==> src/hdl/lldma_pkg.sv <==
package lldma_pkg;

  // Register byte addresses
  localparam logic [31:0] CTRL_ADDR = 32'h5006_0400;
  localparam logic [31:0] CTRL2_ADDR = 32'h5006_0404;
  localparam logic [31:0] SRC_ADDR = 32'h5006_0408;
  localparam logic [31:0] DST_ADDR = 32'h5006_040c;
  localparam logic [31:0] LBASE_ADDR = 32'h5006_0410;
  localparam logic [31:0] TCOUNT_ADDR = 32'h5006_0414;
  localparam logic [31:0] SIDX_ADDR = 32'h5006_0418;
  localparam logic [31:0] LSTS_ADDR = 32'h5006_0420;
  localparam logic [31:0] CMD_ADDR = 32'h5006_0424;

  // Reset values and writable masks
  localparam logic [31:0] CTRL_RST = 32'hea00_0000;
  localparam logic [31:0] CTRL2_RST = 32'h0000_0000;
  localparam logic [31:0] CTRL2_MASK = 32'h0fff_ffff;
  localparam logic [31:0] LBASE_MASK = 32'hffff_fffc;
  localparam logic [31:0] SIDX_MASK = 32'h0000_ffff;
  localparam int CMD_START_BIT = 0;
  localparam int CMD_BUSY_BIT = 0;

  // Access width codes
  localparam logic [1:0] WIDTH_BYTE = 2'h0;
  localparam logic [1:0] WIDTH_HALF = 2'h1;
  localparam logic [1:0] WIDTH_WORD = 2'h2;

  // List status codes
  localparam logic [2:0] LST_IDLE = 3'h0;
  localparam logic [2:0] LST_SET = 3'h1;
  localparam logic [2:0] LST_RUN = 3'h2;
  localparam logic [2:0] LST_DONE = 3'h3;
  localparam logic [2:0] LST_WAIT = 3'h4;
  localparam logic LST_FROM_REG = 1'b0;

  // Bus codes
  localparam logic [1:0] RESP_OKAY = 2'h0;
  localparam logic [1:0] RESP_SLVERR = 2'h2;
  localparam logic [1:0] HTRANS_IDLE = 2'h0;
  localparam logic [1:0] HTRANS_NONSEQ = 2'h2;

  typedef struct packed {
    logic dst_increment_enable;
    logic dst_port_select;
    logic [1:0] dst_access_width;
    logic src_increment_enable;
    logic src_port_select;
    logic [1:0] src_access_width;
    logic [3:0] burst_exponent;
    logic [19:0] total_length;
  } lldma_ctrl_t;

  typedef struct packed {
    logic [3:0] reserved;
    logic next_list_enable;
    logic [2:0] next_channel;
    logic [2:0] bus_protection;
    logic irq_enable;
    logic [3:0] idle_gap_code;
    logic [15:0] callback_index;
  } lldma_ctrl2_t;

  typedef struct packed {
    logic [1:0] htrans;
    logic [31:0] haddr;
    logic hwrite;
    logic [2:0] hsize;
    logic [31:0] hwdata;
  } lldma_ahb_req_t;

  typedef enum logic [2:0] {
    ENG_IDLE = 3'b000,
    ENG_SET = 3'b001,
    ENG_RADDR = 3'b010,
    ENG_RDATA = 3'b011,
    ENG_WADDR = 3'b100,
    ENG_WDATA = 3'b101,
    ENG_WAIT = 3'b110
  } lldma_eng_t;

endpackage

==> src/hdl/lldma_channel.sv <==
// The AXI4-Lite register port is this design's own decision.
`timescale 1ns/1ps

// Overview of operation
// - Destination pointer advances after each write when destination increment is set.
// - Destination writes go to master 0 or master 1 by port select.
// - Destination width field picks byte, halfword or word; resets to word.
// - Source pointer advances after each write when source increment is set.
// - Source reads go to master 0 or master 1 by port select.
// - Source width field picks byte, halfword or word like destination.
// - Each block holds two to the burst exponent accesses.
// - Bytes moved equal length field plus one, rounded up to whole source accesses; codes zero to six unsupported.
// - Next channel field names follow-on channel one to four; zero or five to seven means none.
// - Interrupt enable gates the channel's completion request.
// - Idle gap code n inserts two to the n minus one cycles.
// - Sixteen-bit callback index is readable and writable.
// - Source and destination start addresses come from two registers.
// - List base pointer stores upper thirty bits; low two read zero.
// - Task counts register holds run count and total count halves.
// - List processing starts at the start index field.
// - Read-only list status shows source kind and task state.
// - Read-only current task index reads zero after reset.
// - Next-list enable is stored only, with no effect.
// - Bus protection is stored only, not driven on the bus.
module lldma_channel (
  // Clock and reset
  input wire logic ref_clk,
  input wire logic reset,
  // AXI4-Lite register slave
  input wire logic [31:0] s_axi_awaddr,
  input wire logic s_axi_awvalid,
  output logic s_axi_awready,
  input wire logic [31:0] s_axi_wdata,
  input wire logic [3:0] s_axi_wstrb,
  input wire logic s_axi_wvalid,
  output logic s_axi_wready,
  output logic [1:0] s_axi_bresp,
  output logic s_axi_bvalid,
  input wire logic s_axi_bready,
  input wire logic [31:0] s_axi_araddr,
  input wire logic s_axi_arvalid,
  output logic s_axi_arready,
  output logic [31:0] s_axi_rdata,
  output logic [1:0] s_axi_rresp,
  output logic s_axi_rvalid,
  input wire logic s_axi_rready,
  // AHB master port 0
  output lldma_pkg::lldma_ahb_req_t m0_req,
  input wire logic [31:0] m0_hrdata,
  input wire logic m0_hready,
  // AHB master port 1
  output lldma_pkg::lldma_ahb_req_t m1_req,
  input wire logic [31:0] m1_hrdata,
  input wire logic m1_hready,
  // Completion and chaining
  output logic irq_request,
  output logic chain_start,
  output logic [2:0] chain_channel
);
  import lldma_pkg::*;

  typedef struct packed {
    lldma_ctrl_t ctrl;
    lldma_ctrl2_t ctrl2;
    logic [31:0] src;
    logic [31:0] dst;
    logic [31:0] lbase;
    logic [31:0] tcount;
    logic [31:0] sidx;
    lldma_eng_t st;
    logic [2:0] lst_state;
    logic [15:0] cur_task;
    logic [31:0] src_ptr;
    logic [31:0] dst_ptr;
    logic [20:0] remaining;
    logic [15:0] beat_cnt;
    logic [14:0] idle_cnt;
    logic [31:0] data;
    lldma_ahb_req_t m0;
    lldma_ahb_req_t m1;
    logic bvalid;
    logic [1:0] bresp;
    logic rvalid;
    logic [1:0] rresp;
    logic [31:0] rdata;
    logic irq;
    logic chain_go;
    logic [2:0] chain_ch;
  } lldma_state_t;

  lldma_state_t s_r;
  lldma_state_t s_nxt;

  function automatic logic [31:0] merge(input logic [31:0] old, input logic [31:0] wd,
                                        input logic [3:0] strb, input logic [31:0] mask);
    logic [31:0] res;
    res = old;
    for (int i = 0; i < 4; i++) begin
      if (strb[i]) begin
        res[i*8 +: 8] = wd[i*8 +: 8];
      end
    end
    return res & mask;
  endfunction

  function automatic logic [2:0] width_bytes(input logic [1:0] w);
    if (w == WIDTH_BYTE) begin
      return 3'h1;
    end else if (w == WIDTH_HALF) begin
      return 3'h2;
    end
    return 3'h4;
  endfunction

  function automatic logic [2:0] ahb_size(input logic [1:0] w);
    return (w == WIDTH_BYTE || w == WIDTH_HALF) ? {1'b0, w} : {1'b0, WIDTH_WORD};
  endfunction

  function automatic logic [31:0] extract(input logic [31:0] rd, input logic [1:0] lane,
                                          input logic [1:0] w);
    logic [31:0] sh;
    sh = rd >> {lane, 3'b000};
    if (w == WIDTH_BYTE) begin
      return {24'h00_0000, sh[7:0]};
    end else if (w == WIDTH_HALF) begin
      return {16'h0000, sh[15:0]};
    end
    return rd;
  endfunction

  function automatic logic [31:0] place(input logic [31:0] d, input logic [1:0] w);
    if (w == WIDTH_BYTE) begin
      return {4{d[7:0]}};
    end else if (w == WIDTH_HALF) begin
      return {2{d[15:0]}};
    end
    return d;
  endfunction

  function automatic lldma_ahb_req_t make_req(input logic [31:0] addr, input logic wr,
                                              input logic [1:0] w, input logic [31:0] wd);
    lldma_ahb_req_t q;
    q.htrans = HTRANS_NONSEQ;
    q.haddr = addr;
    q.hwrite = wr;
    q.hsize = ahb_size(w);
    q.hwdata = wd;
    return q;
  endfunction

  logic wr_fire;
  logic rd_fire;
  logic src_ready;
  logic dst_ready;
  logic [31:0] src_rdata;

  assign s_axi_awready = s_axi_awvalid && s_axi_wvalid && !s_r.bvalid;
  assign s_axi_wready = s_axi_awready;
  assign s_axi_arready = !s_r.rvalid;
  assign wr_fire = s_axi_awready;
  assign rd_fire = s_axi_arvalid && !s_r.rvalid;
  assign src_ready = s_r.ctrl.src_port_select ? m1_hready : m0_hready;
  assign dst_ready = s_r.ctrl.dst_port_select ? m1_hready : m0_hready;
  assign src_rdata = s_r.ctrl.src_port_select ? m1_hrdata : m0_hrdata;

  always_comb begin
    logic start_req;
    logic [2:0] step;
    lldma_ahb_req_t rreq;
    lldma_ahb_req_t wreq;
    start_req = 1'b0;
    step = width_bytes(s_r.ctrl.src_access_width);
    rreq = make_req(s_r.src_ptr, 1'b0, s_r.ctrl.src_access_width, 32'h0000_0000);
    wreq = make_req(s_r.dst_ptr, 1'b1, s_r.ctrl.dst_access_width, 32'h0000_0000);
    s_nxt = s_r;
    s_nxt.irq = 1'b0;
    s_nxt.chain_go = 1'b0;

    // Register writes
    if (s_r.bvalid && s_axi_bready) begin
      s_nxt.bvalid = 1'b0;
    end
    if (wr_fire) begin
      s_nxt.bvalid = 1'b1;
      s_nxt.bresp = RESP_OKAY;
      if (s_axi_awaddr == CTRL_ADDR) begin
        s_nxt.ctrl = merge(s_r.ctrl, s_axi_wdata, s_axi_wstrb, 32'hffff_ffff);
      end else if (s_axi_awaddr == CTRL2_ADDR) begin
        s_nxt.ctrl2 = merge(s_r.ctrl2, s_axi_wdata, s_axi_wstrb, CTRL2_MASK);
      end else if (s_axi_awaddr == SRC_ADDR) begin
        s_nxt.src = merge(s_r.src, s_axi_wdata, s_axi_wstrb, 32'hffff_ffff);
      end else if (s_axi_awaddr == DST_ADDR) begin
        s_nxt.dst = merge(s_r.dst, s_axi_wdata, s_axi_wstrb, 32'hffff_ffff);
      end else if (s_axi_awaddr == LBASE_ADDR) begin
        s_nxt.lbase = merge(s_r.lbase, s_axi_wdata, s_axi_wstrb, LBASE_MASK);
      end else if (s_axi_awaddr == TCOUNT_ADDR) begin
        s_nxt.tcount = merge(s_r.tcount, s_axi_wdata, s_axi_wstrb, 32'hffff_ffff);
      end else if (s_axi_awaddr == SIDX_ADDR) begin
        s_nxt.sidx = merge(s_r.sidx, s_axi_wdata, s_axi_wstrb, SIDX_MASK);
      end else if (s_axi_awaddr == CMD_ADDR) begin
        start_req = s_axi_wstrb[0] && s_axi_wdata[CMD_START_BIT];
      end else if (s_axi_awaddr != LSTS_ADDR) begin
        s_nxt.bresp = RESP_SLVERR;
      end
    end

    // Register reads
    if (s_r.rvalid && s_axi_rready) begin
      s_nxt.rvalid = 1'b0;
    end
    if (rd_fire) begin
      s_nxt.rvalid = 1'b1;
      s_nxt.rresp = RESP_OKAY;
      s_nxt.rdata = 32'h0000_0000;
      if (s_axi_araddr == CTRL_ADDR) begin
        s_nxt.rdata = s_r.ctrl;
      end else if (s_axi_araddr == CTRL2_ADDR) begin
        s_nxt.rdata = s_r.ctrl2;
      end else if (s_axi_araddr == SRC_ADDR) begin
        s_nxt.rdata = s_r.src;
      end else if (s_axi_araddr == DST_ADDR) begin
        s_nxt.rdata = s_r.dst;
      end else if (s_axi_araddr == LBASE_ADDR) begin
        s_nxt.rdata = s_r.lbase;
      end else if (s_axi_araddr == TCOUNT_ADDR) begin
        s_nxt.rdata = s_r.tcount;
      end else if (s_axi_araddr == SIDX_ADDR) begin
        s_nxt.rdata = s_r.sidx;
      end else if (s_axi_araddr == LSTS_ADDR) begin
        s_nxt.rdata = {12'h000, LST_FROM_REG, s_r.lst_state, s_r.cur_task};
      end else if (s_axi_araddr == CMD_ADDR) begin
        s_nxt.rdata[CMD_BUSY_BIT] = (s_r.st != ENG_IDLE);
      end else begin
        s_nxt.rresp = RESP_SLVERR;
      end
    end

    // Transfer engine
    case (s_r.st)
      ENG_IDLE: begin
        if (start_req) begin
          s_nxt.src_ptr = s_r.src;
          s_nxt.dst_ptr = s_r.dst;
          s_nxt.remaining = {1'b0, s_r.ctrl.total_length} + 21'h00_0001;
          s_nxt.beat_cnt = 16'h0000;
          s_nxt.cur_task = s_r.sidx[15:0];
          s_nxt.lst_state = LST_SET;
          s_nxt.st = ENG_SET;
        end
      end
      ENG_SET: begin
        s_nxt.lst_state = LST_RUN;
        s_nxt.st = ENG_RADDR;
        if (s_r.ctrl.src_port_select) begin
          s_nxt.m1 = rreq;
        end else begin
          s_nxt.m0 = rreq;
        end
      end
      ENG_RADDR: begin
        if (src_ready) begin
          s_nxt.m0.htrans = HTRANS_IDLE;
          s_nxt.m1.htrans = HTRANS_IDLE;
          s_nxt.st = ENG_RDATA;
        end
      end
      ENG_RDATA: begin
        if (src_ready) begin
          s_nxt.data = extract(src_rdata, s_r.src_ptr[1:0], s_r.ctrl.src_access_width);
          s_nxt.st = ENG_WADDR;
          if (s_r.ctrl.dst_port_select) begin
            s_nxt.m1 = wreq;
          end else begin
            s_nxt.m0 = wreq;
          end
        end
      end
      ENG_WADDR: begin
        if (dst_ready) begin
          s_nxt.m0.htrans = HTRANS_IDLE;
          s_nxt.m1.htrans = HTRANS_IDLE;
          // Write data is due in the data phase that starts here
          if (s_r.ctrl.dst_port_select) begin
            s_nxt.m1.hwdata = place(s_r.data, s_r.ctrl.dst_access_width);
          end else begin
            s_nxt.m0.hwdata = place(s_r.data, s_r.ctrl.dst_access_width);
          end
          s_nxt.st = ENG_WDATA;
        end
      end
      ENG_WDATA: begin
        if (dst_ready) begin
          if (s_r.ctrl.src_increment_enable) begin
            s_nxt.src_ptr = s_r.src_ptr + {29'h0, step};
          end
          if (s_r.ctrl.dst_increment_enable) begin
            s_nxt.dst_ptr = s_r.dst_ptr + {29'h0, width_bytes(s_r.ctrl.dst_access_width)};
          end
          rreq.haddr = s_r.ctrl.src_increment_enable ? s_r.src_ptr + {29'h0, step} : s_r.src_ptr;
          if (s_r.remaining <= {18'h0_0000, step}) begin
            s_nxt.remaining = 21'h00_0000;
            s_nxt.lst_state = LST_DONE;
            s_nxt.irq = s_r.ctrl2.irq_enable;
            s_nxt.chain_go = (s_r.ctrl2.next_channel != 3'h0) &&
                             (s_r.ctrl2.next_channel <= 3'h4);
            s_nxt.chain_ch = s_r.ctrl2.next_channel;
            s_nxt.st = ENG_IDLE;
          end else begin
            s_nxt.remaining = s_r.remaining - {18'h0_0000, step};
            if (s_r.beat_cnt == 16'((17'h1 << s_r.ctrl.burst_exponent) - 17'h1)) begin
              s_nxt.beat_cnt = 16'h0000;
            end else begin
              s_nxt.beat_cnt = s_r.beat_cnt + 16'h0001;
            end
            if (s_nxt.beat_cnt == 16'h0000 && s_r.ctrl2.idle_gap_code != 4'h0) begin
              s_nxt.idle_cnt = 15'h0001 << (s_r.ctrl2.idle_gap_code - 4'h1);
              s_nxt.lst_state = LST_WAIT;
              s_nxt.st = ENG_WAIT;
            end else begin
              s_nxt.st = ENG_RADDR;
              if (s_r.ctrl.src_port_select) begin
                s_nxt.m1 = rreq;
              end else begin
                s_nxt.m0 = rreq;
              end
            end
          end
        end
      end
      ENG_WAIT: begin
        if (s_r.idle_cnt == 15'h0001) begin
          s_nxt.lst_state = LST_RUN;
          s_nxt.st = ENG_RADDR;
          if (s_r.ctrl.src_port_select) begin
            s_nxt.m1 = rreq;
          end else begin
            s_nxt.m0 = rreq;
          end
        end else begin
          s_nxt.idle_cnt = s_r.idle_cnt - 15'h0001;
        end
      end
      default: begin
        s_nxt.st = ENG_IDLE;
      end
    endcase
  end

  always_ff @(posedge ref_clk or posedge reset) begin
    if (reset) begin
      s_r <= '0;
      s_r.ctrl <= CTRL_RST;
      s_r.ctrl2 <= CTRL2_RST;
      s_r.st <= ENG_IDLE;
    end else begin
      s_r <= s_nxt;
    end
  end

  assign s_axi_bvalid = s_r.bvalid;
  assign s_axi_bresp = s_r.bresp;
  assign s_axi_rvalid = s_r.rvalid;
  assign s_axi_rresp = s_r.rresp;
  assign s_axi_rdata = s_r.rdata;
  assign m0_req = s_r.m0;
  assign m1_req = s_r.m1;
  assign irq_request = s_r.irq;
  assign chain_start = s_r.chain_go;
  assign chain_channel = s_r.chain_ch;

endmodule // lldma_channel

==> config.mk <==
export PLATFORM = sky130hd
export DESIGN_NAME = lldma_channel
export DESIGN_NICKNAME = d
export VERILOG_FILES = /design/src/hdl/lldma_pkg.sv /design/src/hdl/lldma_channel.sv
export SDC_FILE = /design/constraint.sdc
export NUM_CORES = 2
export LEC_CHECK = 0
export BUFFER_PORTS_ARGS = -buffer_cell sky130_fd_sc_hd__buf_4
export CAP_MARGIN = 10
export CORE_MARGIN = 10
export CORE_UTILIZATION = 50
export DETAILED_ROUTE_END_ITERATION = 7
export GPL_ROUTABILITY_DRIVEN = 0
export GPL_TIMING_DRIVEN = 0
export PLACE_DENSITY = 0.7
export SYNTH_ARGS = -nofsm -noshare
export SYNTH_HDL_FRONTEND = slang
export SYNTH_SLANG_ARGS = --single-unit
==> constraint.sdc <==
create_clock -name ref_clk -period 25.7 [get_ports ref_clk]
set_input_delay 3.855 -clock ref_clk [delete_from_list [all_inputs] [get_ports ref_clk]]
set_output_delay 3.855 -clock ref_clk [all_outputs]
set_load 0.05 [all_outputs]
# Yosys cells after proc, flatten, opt, wreduce, memory -nomap -nowiden
# Index checks and enable logic that the tools add are counted.
op_classes:
  mux: 127
  reduce_logical: 68
  n_bitwise: 6
  n_eq_ne: 46
  shifts: 3
  n_addsub: 8
  magnitude_cmp: 2
ops:
  columns: ["operator", "n"]
  rows:
  - ["$mux 140", 5]
  - ["$mux 32", 19]
  - ["$eq 32x31->1 const B", 17]
  - ["$mux 70", 6]
  - ["$pmux 32 s5", 2]
  - ["$pmux 36 s4", 2]
  - ["$pmux 101 s2", 1]
  - ["$mux 123", 1]
  - ["$mux 116", 1]
  - ["$add 32x3->32", 2]
  - ["$mux 16", 4]
  - ["$reduce_and 8->1", 6]
  - ["$mux 3", 15]
  - ["$mux 2", 22]
  - ["$reduce_and 10->1", 4]
  - ["$mux 35", 1]
  - ["$mux 34", 1]
  - ["$ne 2x2->1 const B", 17]
  - ["$ne 32x31->1 const B", 1]
  - ["$shr 32x5->16", 1]
  - ["$mux 31", 1]
  - ["$mux 1", 30]
  - ["$mux 15", 2]
  - ["$pmux 15 s2", 1]
  - ["other kinds (44)", 98]
totals:
  out_inout_bits: 186
  register_bits: 555
  wordCells: 322
  inputBits: 173

# Logic depth before layout (Yosys ltp)
logic_depth:
  depth_word: 14
  depth_mapped: 17

# Worst setup path after synthesis
# No wires, ideal clock.
synth_timing:
  kind: "input-to-output"
  from: "input s_axi_awvalid"
  to: "output s_axi_wready"
  setup_slack_ps: 16775
  cell_stages: 3
  required_ps: 21845
  arrival_ps: 5070
  path_cell_list: "nand2_1 nor2_1 buf_4"
synth_between:
  elab_chain_len: 2
synth_lines:
  columns: ["item", "line_no", "text"]
  rows:
  - ["start: declaration", "lldma_channel.sv:31", "input wire logic s_axi_awvalid,"]
  - ["$logic_and 1x1->1 (2 in series)", "lldma_channel.sv:157", "assign s_axi_awready = s_axi_awvalid && s_axi_wvalid && !s_r.bvalid;"]
  - ["end: declaration", "lldma_channel.sv:36", "output logic s_axi_wready,"]
# Every way passes these cells.

# Worst setup path in the final report
# Ends and elaborated chain as after synthesis.

==> flow_summary.ini <==
[sta]
fmax_mhz = 115.8
worst_slew_pin_slew_ns = 1.220
skew_ns = 0.01970
slew_headroom_pct = 17.89
finalCritPeriodShare_pct = 33.60
period_minus_slack_ns = 8.635
fin_hold_ws_ns = 0.4734
fin_ws_ns = 17.07
tns_ns = 0
hold_violations = 0
drv_slew = 0
rsz0062_at_grt = no
setup_viol = 0

[floorplan]
fp.dieH_um = 264.6
start_util_pct = 50.60
rows = 89
die_area_mm2 = 0.07003
die_x_um = 264.6
coreArea_mm2 = 0.05913
ioPinCount = 359

[clocking]
cts_setup_buffers = 0
htree_levels = 2
postCtsHoldBufs = 0
cts_tree = built
cts_resized = 0
insertion_delay_ns = 0.64
cts_sinks = 549
clockBufferDepth = 3
root_buffer = clkbuf_16
clk_pin_slew_ns = 0.06
numCtsBuffers = 57

[critical_path]
cp_max_fo = 8
reg2reg_from = s_r[568]
critPathKind = input port to primary output
start_kind = input port
r2r_cells = 15
required_ns = 21.84
end_kind = primary output
r2r_end = m0_req[26]
ff2ff_setup_slack_ns = 20.47
arrival_ns = 4.78

[min_path]
hold-path-endpoint = s_r[339]
hold_path.class = flop to flop
hp-start = s_r[339]
hold_depth = 2

[power_and_ir_drop]
clkPwrFrac_pct = 36.6
intPower_mw = 1.649
seqPwrFrac_pct = 39.4
power.leakage_nw = 16.93
p_sw_mw = 0.7996
sw_frac_of_total_pct = 32.66
ir_worst_vdd_v = 0.00005796
p_comb_share_pct = 24.0
power_density_mw_per_mm2 = 68.60

[synthesis]
synth_ff_type = dfrtp_1
avgSynthCellArea_um2 = 10.05
synth_top_area_cell = dfrtp_1
synthTopCellsByArea = dfrtp_1 45%, mux2_2 13%, buf_4 4.5%
ys_warn_count = 0
ys_ff_latch = 549
synth_top_area_share_pct = 45.50
postSynth.asyncResetShare_pct = 100.0
synth-edff-count = 0
ys_seq_area_share_pct = 45.94
synth_area_mm2 = 0.02992
synth_cell_types = 80
syn_inst = 2978

[job]
cap_violations = 0

[detailed_routing]
vias = 26280
avgViaCountPerCell = 6.234
top_layer_used = met4
ant_nets = 0
drtPass1Iterations = 8
wl_per_cell_um = 24.83
dr_wl_met2_um = 47430
drcViolationCount = 1
wirelength_um = 104700
drtIter0Drc = 3248
met3_length_um = 11350
wl_met1_um = 41760

[outcome]
status = finished, violations left
violations = DRC

[finish]
fill_cells = 4876
area_growth_pct = 19.27
drive_above_1_share_pct = 30.19
seqCellArea_mm2 = 0.01374
multi_input_area_mm2 = 0.01393
layoutNonFillerInstCount = 4216
layout.nets = 3587

[grt]
grt_pass1_vias = 26160
grt_pass1_wl_um = 158900
grt_overflow = 0
grt_usage_pct = 28.86
antenna_found_initial = 1
grt_start_max_net_pins = 138

[placement]
port_buffers = 351
dp_hpwl_um = 79400
dp.cells = 4111
post-place-ws_ns = 17.07
[final cells by class]
cell class	count	share of cell area [%]
clock buffer	84	4.789
tap	773	2.710
inverter	50	0.5469
buffer	361	5.830
timing repair buffer	355	7.692
multi-input combinational	2023	39.04
antenna	1	0.007012
sequential	549	38.51
clock inverter	20	0.8730
[synth_stat cells, drive strengths merged (8+ instances only)]
cell	count
a22o	29
nand3b	8
xnor2	20
o22ai	16
nor4b	16
nor4	19
a22oi	32
nor2	185
o31ai	24
nand4	25
a211o	9
and4	9
nand3	67
nand2	264
o21ai	260
a21oi	189
or3	13
clkbuf	151
nand2b	17
o2bb2ai	26
inv	49
and2	20
dfrtp	544
and3	28
o22a	14
nor3b	11
nor2b	24
mux2i	42
mux2	370
a211oi	13
a221o	33
a31oi	31
xor2	13
or4	8
o21a	12
buf	210
ha	14
a222oi	10
a221oi	14
a21o	13
nor3	52
[stage by stage]
step	total power, mW	util (%)	area [um2]
finish	2.448	60.35	35690
global route	2.526	60.35	35690
CTS	2.444	60.34	35680
detailed placement	1.552	56.92	33660
global placement	1.539	56.73	33540
floorplan	1.357	-	29940
[cells in the final DEF (no fill, tap or decap), types with 24 or more instances in the layout]
cell | netlist | layout
a21oi_1 | 189 | 189
a221o_1 | 33 | 33
a22o_1 | 29 | 29
a22oi_1 | 32 | 32
a31oi_1 | 30 | 30
and3_1 | 28 | 28
buf_4 | 181 | 532
clkbuf_1 | 151 | 161
clkbuf_16 | 0 | 58
dfrtp_1 | 544 | 544
inv_1 | 49 | 48
mux2_2 | 341 | 341
mux2_4 | 29 | 29
mux2i_1 | 42 | 42
nand2_1 | 264 | 264
nand3_1 | 67 | 67
nand4_1 | 24 | 24
nor2_1 | 184 | 184
nor2b_1 | 24 | 24
nor3_1 | 52 | 51
o21ai_0 | 259 | 259
o2bb2ai_1 | 26 | 26
o31ai_1 | 24 | 24
[flip-flops by register name, indices dropped and copies added (netlist names)]
register / flops
chain_channel: 3
chain_start: 1
irq_request: 1
m0_req: 68
m1_req: 68
s_axi_bresp: 1
s_axi_bvalid: 1
s_axi_rdata: 32
s_axi_rresp: 1
s_axi_rvalid: 1
s_r: 372
[logic make-up after synthesis]
group	synth area share, %
AND/OR/NAND/NOR	12.67
AO/OA/AOI/OAI	16.35
flip-flops	45.94
multiplexers	15.69
buffers and inverters	7.581
XOR/XNOR	0.9660
adder cells (fa/ha/maj)	0.7862
other	0.01253
[power by group through the flow]
stage	clock [mW]	sequential, mW	combinational, mW
final	0.897	0.963	0.588
after global routing	0.933	0.967	0.626
after CTS	0.904	0.960	0.580
after detailed placement	0	0.975	0.578
after global placement	0	0.974	0.565
after floorplan	0	0.959	0.398
[critical path, cell delays in order]
cell and delay, ns:
buf_4 0.10, nand2_1 0.06, nor2_1 0.38, buf_4 0.19, buf_4 0.19
[layer usage]
| metal | GRT usage (%) | up-vias |
|---|---|---|
| li1 | - | 11500 |
| met1 | 37.79 | 12900 |
| met2 | 45.79 | 1589 |
| met3 | 7.055 | 295 |
| met4 | 10.78 | 0 |
| met5 | 0 | - |
[how the worst max path moves through the flow]
| stage | start | endpoint | slack [ns] | cells after the start |
|---|---|---|---|---|
| 2_1_floorplan | reset | chain_channel[0] | 6.50 | 1 |
| 3_3_place_gp | reset | m1_req[42] | 1.07 | 2 |
| 3_5_place_dp | s_axi_awvalid | s_axi_wready | 17.07 | 5 |
| 4_1_cts | s_axi_awvalid | s_axi_wready | 17.07 | 5 |
| 5_1_grt | s_axi_awvalid | s_axi_wready | 16.98 | 5 |
| 6_report | s_axi_awvalid | s_axi_wready | 17.07 | 5 |
(Power assumes the default switching activity.)
